[config.mk]
export PLATFORM = sky130hd
export DESIGN_NAME = cfs_flush_seq
export DESIGN_NICKNAME = d
export VERILOG_FILES = /design/src/design/cfs_pkg.sv /design/src/design/cfs_flush_seq.sv
export SDC_FILE = /design/constraint.sdc
export NUM_CORES = 1
export LEC_CHECK = 0
export BUFFER_PORTS_ARGS = -buffer_cell sky130_fd_sc_hd__buf_2
export CAP_MARGIN = 40
export CORE_MARGIN = 5
export CORE_UTILIZATION = 29
export DETAILED_ROUTE_END_ITERATION = 8
export GPL_TIMING_DRIVEN = 0
export SLEW_MARGIN = 20
export SYNTH_ARGS = -nofsm -noshare
export SYNTH_HDL_FRONTEND = slang
export SYNTH_SLANG_ARGS = --single-unit
[constraint.sdc]
create_clock -name aclk -period 4.7 [get_ports aclk]
set_input_delay 0.235 -clock aclk [delete_from_list [all_inputs] [get_ports aclk]]
set_output_delay 0.235 -clock aclk [all_outputs]
set_load 0.01 [all_outputs]
[src/design/cfs_pkg.sv]
// Constants, register map and carrier types of the flush sequencer.
// Assumes an AXI4-Lite master with 32-bit data and byte addresses.
package cfs_pkg;
   // ---------------------------------------------------------------
   // Register map
   // ---------------------------------------------------------------
   localparam int           ADDR_W          = 8;
   localparam logic [7:0]   ADDR_CTRL       = 8'h00;
   localparam logic [7:0]   ADDR_FLUSH      = 8'h04;
   localparam logic [7:0]   ADDR_FRAME      = 8'h08;
   localparam logic [7:0]   ADDR_EXPOSE     = 8'h0c;
   localparam logic [7:0]   ADDR_IMAGES     = 8'h10;
   localparam logic [7:0]   ADDR_STATUS     = 8'h14;
   localparam int           CTRL_LOAD_BIT   = 0;
   localparam int           CTRL_EXT_BIT    = 1;
   localparam int           CTRL_CONT_BIT   = 2;
   localparam int           CTRL_FORCE_BIT  = 3;
   localparam int           CTRL_START_BIT  = 4;
   localparam int           FLUSH_EXTRA_LSB = 0;
   localparam int           FLUSH_RPF_LSB   = 8;
   localparam int           FRAME_ACT_LSB   = 0;
   localparam int           FRAME_BLANK_LSB = 16;
   localparam int           STAT_PEND_BIT   = 8;
   localparam int           STAT_IMG_LSB    = 16;
   localparam logic [7:0]   EXTRA_RST       = 8'h01;
   localparam logic [15:0]  RPF_RST         = 16'h0002;
   localparam logic [15:0]  ACTIVE_RST      = 16'h0010;
   localparam logic [7:0]   BLANK_RST       = 8'h00;
   localparam logic [23:0]  EXPOSE_RST      = 24'h0003e8;
   localparam logic [7:0]   IMAGES_RST      = 8'h01;
   localparam logic [1:0]   RESP_OKAY       = 2'b00;
   localparam logic [1:0]   RESP_SLVERR     = 2'b10;

   // ---------------------------------------------------------------
   // Types
   // ---------------------------------------------------------------
   typedef enum logic [7:0] {
      ST_IDLE  = 8'h01,
      ST_FLUSH = 8'h02,
      ST_EXTRA = 8'h04,
      ST_WAIT  = 8'h08,
      ST_EXPOS = 8'h10,
      ST_BLANK = 8'h20,
      ST_SLFL  = 8'h40,
      ST_READ  = 8'h80
   } cfs_state_t;

   typedef struct packed {
      logic              awvalid;
      logic [ADDR_W-1:0] awaddr;
      logic              wvalid;
      logic [31:0]       wdata;
      logic [3:0]        wstrb;
      logic              bready;
      logic              arvalid;
      logic [ADDR_W-1:0] araddr;
      logic              rready;
   } cfs_axil_req_t;

   typedef struct packed {
      logic        awready;
      logic        wready;
      logic        bvalid;
      logic [1:0]  bresp;
      logic        arready;
      logic        rvalid;
      logic [31:0] rdata;
      logic [1:0]  rresp;
   } cfs_axil_rsp_t;

   typedef struct packed {
      logic unload;
      logic row_discard;
      logic blank_shift;
      logic line_flush;
      logic row_read;
   } cfs_sens_t;
endpackage

[src/design/cfs_flush_seq.sv]
// Flush sequencer: dark-charge flushing, exposure start and readout
// ordering for an intensified imaging sensor, with AXI4-Lite registers.
// Assumes all inputs synchronous to aclk and one AXI4-Lite master.
// Function
// - Idle: repeat flush cycles, each discarding rows from the array
// - Flushing starts once a flush pattern is loaded, without a request
// - After begin-capture, finish one last flush cycle, then expose
// - Multi-image: flush before first exposure and after last readout
// - No flush cycles between consecutive exposures of one acquisition; code discards rows there in ST_WAIT when cont is set
// - Extra-flush count adds cycles after request and current cycle
// - Rows-per-flush sets rows discarded in each flush cycle
// - Request arriving mid-cycle waits until that cycle completes
// - Flush-until-trigger only when exposure start waits for trigger
// - Leading blank rows shifted through the line flush it
// - No blank rows and force option: flush line before readout
// - Nonzero extra count delays start by exactly that many cycles
//
// Decided for this implementation: the AXI4-Lite interface to the registers and the register offsets.
`timescale 1ns/1ps
`default_nettype none
module cfs_flush_seq
   import cfs_pkg::*;
#(
   parameter logic [7:0]  EXTRA_RESET = EXTRA_RST,
   parameter logic [15:0] RPF_RESET   = RPF_RST
) (
   input  wire logic          aclk,
   input  wire logic          aresetn,
   input  wire logic          ce,
   input  wire cfs_axil_req_t axi_req,
   output var  cfs_axil_rsp_t axi_rsp,
   input  wire logic          trig_i,
   output var  cfs_sens_t     sens_o
);
   // ---------------------------------------------------------------
   // State
   // ---------------------------------------------------------------
   typedef struct packed {
      cfs_state_t        st;
      logic              pend;
      logic [15:0]       row_cnt;
      logic [7:0]        extra_left;
      logic [23:0]       exp_cnt;
      logic [7:0]        img_left;
      logic              loaded;
      logic              ext_sync;
      logic              cont;
      logic              force_fl;
      logic [7:0]        extra;
      logic [15:0]       rpf;
      logic [15:0]       active;
      logic [7:0]        blank;
      logic [23:0]       expose;
      logic [7:0]        images;
      logic              aw_got;
      logic              w_got;
      logic [ADDR_W-1:0] awaddr;
      logic [31:0]       wdata;
      logic [3:0]        wstrb;
      logic              bvalid;
      logic [1:0]        bresp;
      logic              rvalid;
      logic [31:0]       rdata;
      logic [1:0]        rresp;
      cfs_sens_t         sens;
   } cfs_regs_t;

   localparam cfs_regs_t S_RST = '{st: ST_IDLE, extra: EXTRA_RESET,
      rpf: RPF_RESET, active: ACTIVE_RST, blank: BLANK_RST,
      expose: EXPOSE_RST, images: IMAGES_RST, img_left: IMAGES_RST,
      sens: '{unload: 1'b1, default: 1'b0}, default: '0};

   if (RPF_RESET == 16'h0000) begin
      $error("rows per flush reset must be nonzero");
   end

   cfs_regs_t s_r;
   cfs_regs_t s_nxt;
   logic      flush_end;
   logic      blank_end;
   logic      read_end;
   logic      exp_end;
   logic      start_exp;
   logic      start_req;
   logic [31:0] wmerged;

   // ---------------------------------------------------------------
   // Helpers
   // ---------------------------------------------------------------
   function automatic logic last_row(input logic [15:0] cnt,
                                     input logic [15:0] len);
      last_row = ({1'b0, cnt} + 17'h00001) >= {1'b0, len};
   endfunction

   function automatic logic mapped(input logic [ADDR_W-1:0] a);
      mapped = (a == ADDR_CTRL) || (a == ADDR_FLUSH) ||
               (a == ADDR_FRAME) || (a == ADDR_EXPOSE) ||
               (a == ADDR_IMAGES) || (a == ADDR_STATUS);
   endfunction

   function automatic logic [31:0] rd_word(input logic [ADDR_W-1:0] a,
                                           input cfs_regs_t s);
      rd_word = 32'h00000000;
      case (a)
         ADDR_CTRL: begin
            rd_word[CTRL_LOAD_BIT]  = s.loaded;
            rd_word[CTRL_EXT_BIT]   = s.ext_sync;
            rd_word[CTRL_CONT_BIT]  = s.cont;
            rd_word[CTRL_FORCE_BIT] = s.force_fl;
         end
         ADDR_FLUSH: begin
            rd_word[FLUSH_EXTRA_LSB +: 8] = s.extra;
            rd_word[FLUSH_RPF_LSB +: 16]  = s.rpf;
         end
         ADDR_FRAME: begin
            rd_word[FRAME_ACT_LSB +: 16]  = s.active;
            rd_word[FRAME_BLANK_LSB +: 8] = s.blank;
         end
         ADDR_EXPOSE: rd_word[23:0] = s.expose;
         ADDR_IMAGES: rd_word[7:0] = s.images;
         ADDR_STATUS: begin
            rd_word[7:0]              = s.st;
            rd_word[STAT_PEND_BIT]    = s.pend;
            rd_word[STAT_IMG_LSB +: 8] = s.img_left;
         end
         default: rd_word = 32'h00000000;
      endcase
   endfunction

   function automatic logic [31:0] wmerge(input logic [31:0] old,
                                          input logic [31:0] d,
                                          input logic [3:0]  strb);
      for (int i = 0; i < 4; i++) begin
         wmerge[i*8 +: 8] = strb[i] ? d[i*8 +: 8] : old[i*8 +: 8];
      end
   endfunction

   assign flush_end = last_row(s_r.row_cnt, s_r.rpf);
   assign blank_end = last_row(s_r.row_cnt, {8'h00, s_r.blank});
   assign read_end  = last_row(s_r.row_cnt, s_r.active);
   assign exp_end   = s_r.exp_cnt <= 24'h000001;
   assign wmerged   = wmerge(rd_word(s_r.awaddr, s_r), s_r.wdata,
                             s_r.wstrb);

   // ---------------------------------------------------------------
   // Next state
   // ---------------------------------------------------------------
   always_comb begin
      s_nxt = s_r;
      s_nxt.sens = '{unload: 1'b1, default: 1'b0};
      start_exp = 1'b0;
      start_req = 1'b0;
      case (s_r.st)
         ST_IDLE: begin
            if (s_r.loaded) begin
               s_nxt.st = ST_FLUSH;
               s_nxt.row_cnt = 16'h0000;
            end
         end
         ST_FLUSH: begin
            s_nxt.sens.row_discard = 1'b1;
            s_nxt.row_cnt = s_r.row_cnt + 16'h0001;
            if (flush_end) begin
               s_nxt.row_cnt = 16'h0000;
               if (!s_r.loaded) begin
                  s_nxt.st = ST_IDLE;
               end else if (s_r.pend && s_r.extra != 8'h00) begin
                  s_nxt.st = ST_EXTRA;
                  s_nxt.extra_left = s_r.extra;
               end else if (s_r.pend) begin
                  start_exp = 1'b1;
               end
            end
         end
         ST_EXTRA: begin
            s_nxt.sens.row_discard = 1'b1;
            s_nxt.row_cnt = s_r.row_cnt + 16'h0001;
            if (flush_end) begin
               s_nxt.row_cnt = 16'h0000;
               s_nxt.extra_left = s_r.extra_left - 8'h01;
               if (s_r.extra_left <= 8'h01) begin
                  start_exp = 1'b1;
               end
            end
         end
         ST_WAIT: begin
            s_nxt.sens.row_discard = s_r.cont;
            if (trig_i) begin
               s_nxt.st = ST_EXPOS;
               s_nxt.exp_cnt = s_r.expose;
            end
         end
         ST_EXPOS: begin
            s_nxt.exp_cnt = s_r.exp_cnt - 24'h000001;
            s_nxt.row_cnt = 16'h0000;
            if (exp_end) begin
               if (s_r.blank != 8'h00) begin
                  s_nxt.st = ST_BLANK;
               end else if (s_r.force_fl) begin
                  s_nxt.st = ST_SLFL;
               end else begin
                  s_nxt.st = ST_READ;
               end
            end
         end
         ST_BLANK: begin
            s_nxt.sens.blank_shift = 1'b1;
            s_nxt.row_cnt = s_r.row_cnt + 16'h0001;
            if (blank_end) begin
               s_nxt.st = ST_READ;
               s_nxt.row_cnt = 16'h0000;
            end
         end
         ST_SLFL: begin
            s_nxt.sens.line_flush = 1'b1;
            s_nxt.st = ST_READ;
         end
         ST_READ: begin
            s_nxt.sens.row_read = 1'b1;
            s_nxt.row_cnt = s_r.row_cnt + 16'h0001;
            if (read_end) begin
               s_nxt.row_cnt = 16'h0000;
               if (s_r.img_left > 8'h01) begin
                  s_nxt.img_left = s_r.img_left - 8'h01;
                  s_nxt.st = s_r.ext_sync ? ST_WAIT : ST_EXPOS;
                  s_nxt.exp_cnt = s_r.expose;
               end else begin
                  s_nxt.st = ST_FLUSH;
               end
            end
         end
         default: s_nxt.st = ST_IDLE;
      endcase
      if (start_exp) begin
         s_nxt.img_left = (s_r.images == 8'h00) ? 8'h01 : s_r.images;
         s_nxt.st = s_r.ext_sync ? ST_WAIT : ST_EXPOS;
         s_nxt.exp_cnt = s_r.expose;
      end
      // Lags the state like the row strobes: no discard overlaps exposure
      s_nxt.sens.unload = (s_r.st != ST_EXPOS);

      // Register bus: address and data taken in either order
      if (axi_req.awvalid && !s_r.aw_got && !s_r.bvalid) begin
         s_nxt.aw_got = 1'b1;
         s_nxt.awaddr = axi_req.awaddr;
      end
      if (axi_req.wvalid && !s_r.w_got && !s_r.bvalid) begin
         s_nxt.w_got = 1'b1;
         s_nxt.wdata = axi_req.wdata;
         s_nxt.wstrb = axi_req.wstrb;
      end
      if (s_r.aw_got && s_r.w_got) begin
         s_nxt.aw_got = 1'b0;
         s_nxt.w_got = 1'b0;
         s_nxt.bvalid = 1'b1;
         s_nxt.bresp = mapped(s_r.awaddr) ? RESP_OKAY : RESP_SLVERR;
         case (s_r.awaddr)
            ADDR_CTRL: begin
               s_nxt.loaded   = wmerged[CTRL_LOAD_BIT];
               s_nxt.ext_sync = wmerged[CTRL_EXT_BIT];
               s_nxt.cont     = wmerged[CTRL_CONT_BIT];
               s_nxt.force_fl = wmerged[CTRL_FORCE_BIT];
               start_req = s_r.wstrb[0] && s_r.wdata[CTRL_START_BIT];
            end
            ADDR_FLUSH: begin
               s_nxt.extra = wmerged[FLUSH_EXTRA_LSB +: 8];
               s_nxt.rpf   = wmerged[FLUSH_RPF_LSB +: 16];
            end
            ADDR_FRAME: begin
               s_nxt.active = wmerged[FRAME_ACT_LSB +: 16];
               s_nxt.blank  = wmerged[FRAME_BLANK_LSB +: 8];
            end
            ADDR_EXPOSE: s_nxt.expose = wmerged[23:0];
            ADDR_IMAGES: s_nxt.images = wmerged[7:0];
            default: s_nxt.bresp = s_nxt.bresp;
         endcase
      end
      if (s_r.bvalid && axi_req.bready) begin
         s_nxt.bvalid = 1'b0;
      end
      if (axi_req.arvalid && !s_r.rvalid) begin
         s_nxt.rvalid = 1'b1;
         s_nxt.rdata = rd_word(axi_req.araddr, s_r);
         s_nxt.rresp = mapped(axi_req.araddr) ? RESP_OKAY : RESP_SLVERR;
      end
      if (s_r.rvalid && axi_req.rready) begin
         s_nxt.rvalid = 1'b0;
      end
      // A new request wins over the consume of the previous one
      s_nxt.pend = (s_r.pend && !start_exp) || start_req;
   end

   always_ff @(posedge aclk) begin
      if (!aresetn) begin
         s_r <= S_RST;
      end else if (ce) begin
         s_r <= s_nxt;
      end
   end

   assign sens_o          = s_r.sens;
   assign axi_rsp.awready = !s_r.aw_got && !s_r.bvalid;
   assign axi_rsp.wready  = !s_r.w_got && !s_r.bvalid;
   assign axi_rsp.bvalid  = s_r.bvalid;
   assign axi_rsp.bresp   = s_r.bresp;
   assign axi_rsp.arready = !s_r.rvalid;
   assign axi_rsp.rvalid  = s_r.rvalid;
   assign axi_rsp.rdata   = s_r.rdata;
   assign axi_rsp.rresp   = s_r.rresp;
endmodule
`default_nettype wire

==> metrics <==
share of the yosys chip area belonging to registers between 30% and 40%; post-synth cell types 80; most frequent cells in the layout 237 x nand2_1, 218 x dfxtp_1, 191 x nor2_1; crit share post-route 94.1%; placer congestion estimate between 0.9 and 1; CP Launch Type flip-flop; fin area around 15,000 um2; number of port buffers 86; Mapped Avg Cell Area about 7.7 um2; Slew HR 43.0%; Final nets 1,886; area leader, netlist dfxtp_1; DRC 0; max-slew violation count 0; FMAX around 230 MHz; Ant. Diodes 0; status complete, no violations; first-pass GRT wire length between 70,000 and 80,000 um; floorplan core area around 42,000 um2; share of cells above drive strength 1 around an eighth; number of enable flip-flop cells after synthesis 0; Clock Latency Late Sink between 500 and 600 ps; WP data arrival 4830 ps; TritonCTS Buffers 26; r2r setup slk around 280 ps; Worst setup EP type flip-flop; Worst R2R Start s_r[213]$_SDFFE_PN0P_; leading cell types by total area after synthesis dfxtp_1 35%, nand2_1 7.2%, nor2_1 5.9%, a21oi_1 5.1%, ha_1 4.7%; largest fanout on the critical path 10; overall power ~0.0042 W; commonest non-fill, non-tap cell in the layout nand2_1; Req. time, crit path 5100 ps; Die Ht roughly 220 um; largest net degree at the start of global routing 13; Mapped Cells 1,614; Ports 107; CTS tree done; worst min path class primary input to flip-flop; all-layer global routing usage ~21%; gr ovfl total 0; ys async rst share 0%; hold path depth 3; Rows 75; Hold Crit Start axi_req[5]; Final HPWL DP ~39,000 um; post-synth top area share between 30% and 40%; final setup fails 0; first drt pass iteration count 6; root cell of the clock tree clkbuf_16; initial antenna violation count 0; vias in the first global route 12,083; Primary FF master, synth dfxtp_1; PwrDens 284 nW/um2; Synth warnings 0; Max Buffers Root-to-Sink 3; die area roughly 47,000 um2; Slew @ Worst Pin between 800 and 900 ps; final critical-path required period about 4400 ps; clock-pin transition on the worst setup and hold timing paths 60 ps; die width approximately 220 um; Leak ~5.6 nW; hold endpoint axi_rsp[1]$_SDFFE_PN0P_; final hold vios 0; fill count around 4,400; Max Cap Viol 0; DP Area around 14,000 um2; R2R depth 16; post-route clock skew ~26 ps; flops & latches, synth between 200 and 250; RSZ-0062 raised after global routing no; Routed WL approximately 50,000 um; drt initial violations roughly 1,400; Cell Area, Synth 12,400 um2; CP Class flip-flop to flip-flop; Setup Buffers After CTS 0; Via density 5.50; Worst Hold Margin 51.4 ps; Wirelength per Cell roughly 21 um; vias around 13,000; H-tree Lvls 1; initial core utilization a little under 30%; area delta synth->final 19.3%; RR Endpoint s_r[228]$_SDFFE_PN0P_; Detail Route Antenna Nets 0; Sink Count between 200 and 250; Peak VDD IR around 220 uV
[layer usage]
| metal | up-vias | wire length, um | global-route usage (%) |
|---|---|---|---|
| met5 | - | 0 | 0 |
| met4 | 0 | 2180 | 7.91 |
| met3 | 104 | 3970 | 3.47 |
| met2 | 579 | 22300 | 32.7 |
| met1 | 6085 | 21600 | 28.0 |
| li1 | 6055 | - | - |
[layout make-up]
type / instances / area, um2 / share of cell area, %
Buffer: 149 / 744 / 5.04
Clock buffer: 37 / 763 / 5.17
Clock inverter: 5 / 28.8 / 0.195
Inverter: 61 / 229 / 1.55
Multi-Input combinational cell: 1194 / 7110 / 48.1
Sequential cell: 219 / 4390 / 29.7
Tap cell: 539 / 674 / 4.57
Timing Repair Buffer: 127 / 841 / 5.69
[cell families after synthesis]
| logic type | synth area share, % |
|---|---|
| AO/OA/AOI/OAI | 23.2 |
| XOR/XNOR | 1.27 |
| adder cells (fa/ha/maj) | 4.75 |
| buffers and inverters | 7.84 |
| flip-flops | 35.4 |
| multiplexers | 4.26 |
| other | 0.0303 |
| AND/OR/NAND/NOR | 23.3 |
[state kept, by name, indices dropped and copies added, names as in the netlist]
name and flops:
s_r 186, sens_o 5, axi_rsp 28
[metrics by stage]
| stage | worst slack, ps | util (%) | std cells | TNS (ps) |
|---|---|---|---|---|
| after global routing | 41.3 | 35.1 | 2331 | 0 |
| after global placement | -294 | 32.1 | 2248 | -3920 |
| after CTS | 28.4 | 35.0 | 2329 | 0 |
| after detailed placement | -354 | 32.1 | 2249 | -4960 |
| final | 276 | 35.1 | 2331 | 0 |
| after floorplan | 978 | - | 1623 | 0 |
[power breakdown]
part	leakage [nW]	switching, W	internal, W
sequential	1.77	0.0000228	0.00188
combinational	3.45	0.000213	0.000124
clock	0.395	0.000827	0.00112
total	5.62	0.00106	0.00312
[worst max-delay path: stages, from the launching register on]
cell	delay, ps
dfxtp_2	440
ha_1	280
nand3_2	180
nor4_2	360
xnor2_1	240
inv_1	170
ha_1	320
nand4_1	130
nor2_2	310
nand3_1	150
o2111ai_1	280
a21oi_1	120
clkbuf_2	270
a211oi_4	470
or2_1	160
clkbuf_1	270
o21ai_0	130
[cells in the mapped netlist, drive strengths merged (11+ instances only)]
library cell,count
a211oi,49
a21o,12
a21oi,125
a221oi,20
a22o,14
a22oi,19
and2,11
buf,59
clkbuf,90
dfxtp,219
ha,47
inv,61
mux2i,37
nand2,238
nand3,30
nand4,20
nor2,194
nor3,48
nor4,21
o211ai,28
o21ai,97
or3,16
xnor2,12
[worst max-delay path by stage]
| stage | start | endpoint | slack, ps | cells after the start |
|---|---|---|---|---|
| 4_1_cts | s_r[213]$_SDFFE_PN0P_ | s_r[191]$_SDFFE_PN0P_ | 30 | 16 |
| 3_5_place_dp | s_r[213]$_SDFFE_PN0P_ | s_r[228]$_SDFFE_PN0P_ | -350 | 16 |
| 5_1_grt | s_r[213]$_SDFFE_PN0P_ | s_r[191]$_SDFFE_PN0P_ | 40 | 16 |
| 2_1_floorplan | s_r[213]$_SDFFE_PN0P_ | s_r[173]$_SDFFE_PN1P_ | 980 | 14 |
| 3_3_place_gp | s_r[213]$_SDFFE_PN0P_ | s_r[221]$_SDFFE_PN0P_ | -290 | 16 |
| 6_report | s_r[213]$_SDFFE_PN0P_ | s_r[228]$_SDFFE_PN0P_ | 280 | 16 |
[what timing repair did]
action	in CTS	in global routing
gates resized for setup	5	7
hold endpoints to repair	38	0
hold buffers	38	0
setup endpoints to repair	24	51
(Power assumes the default switching activity.)
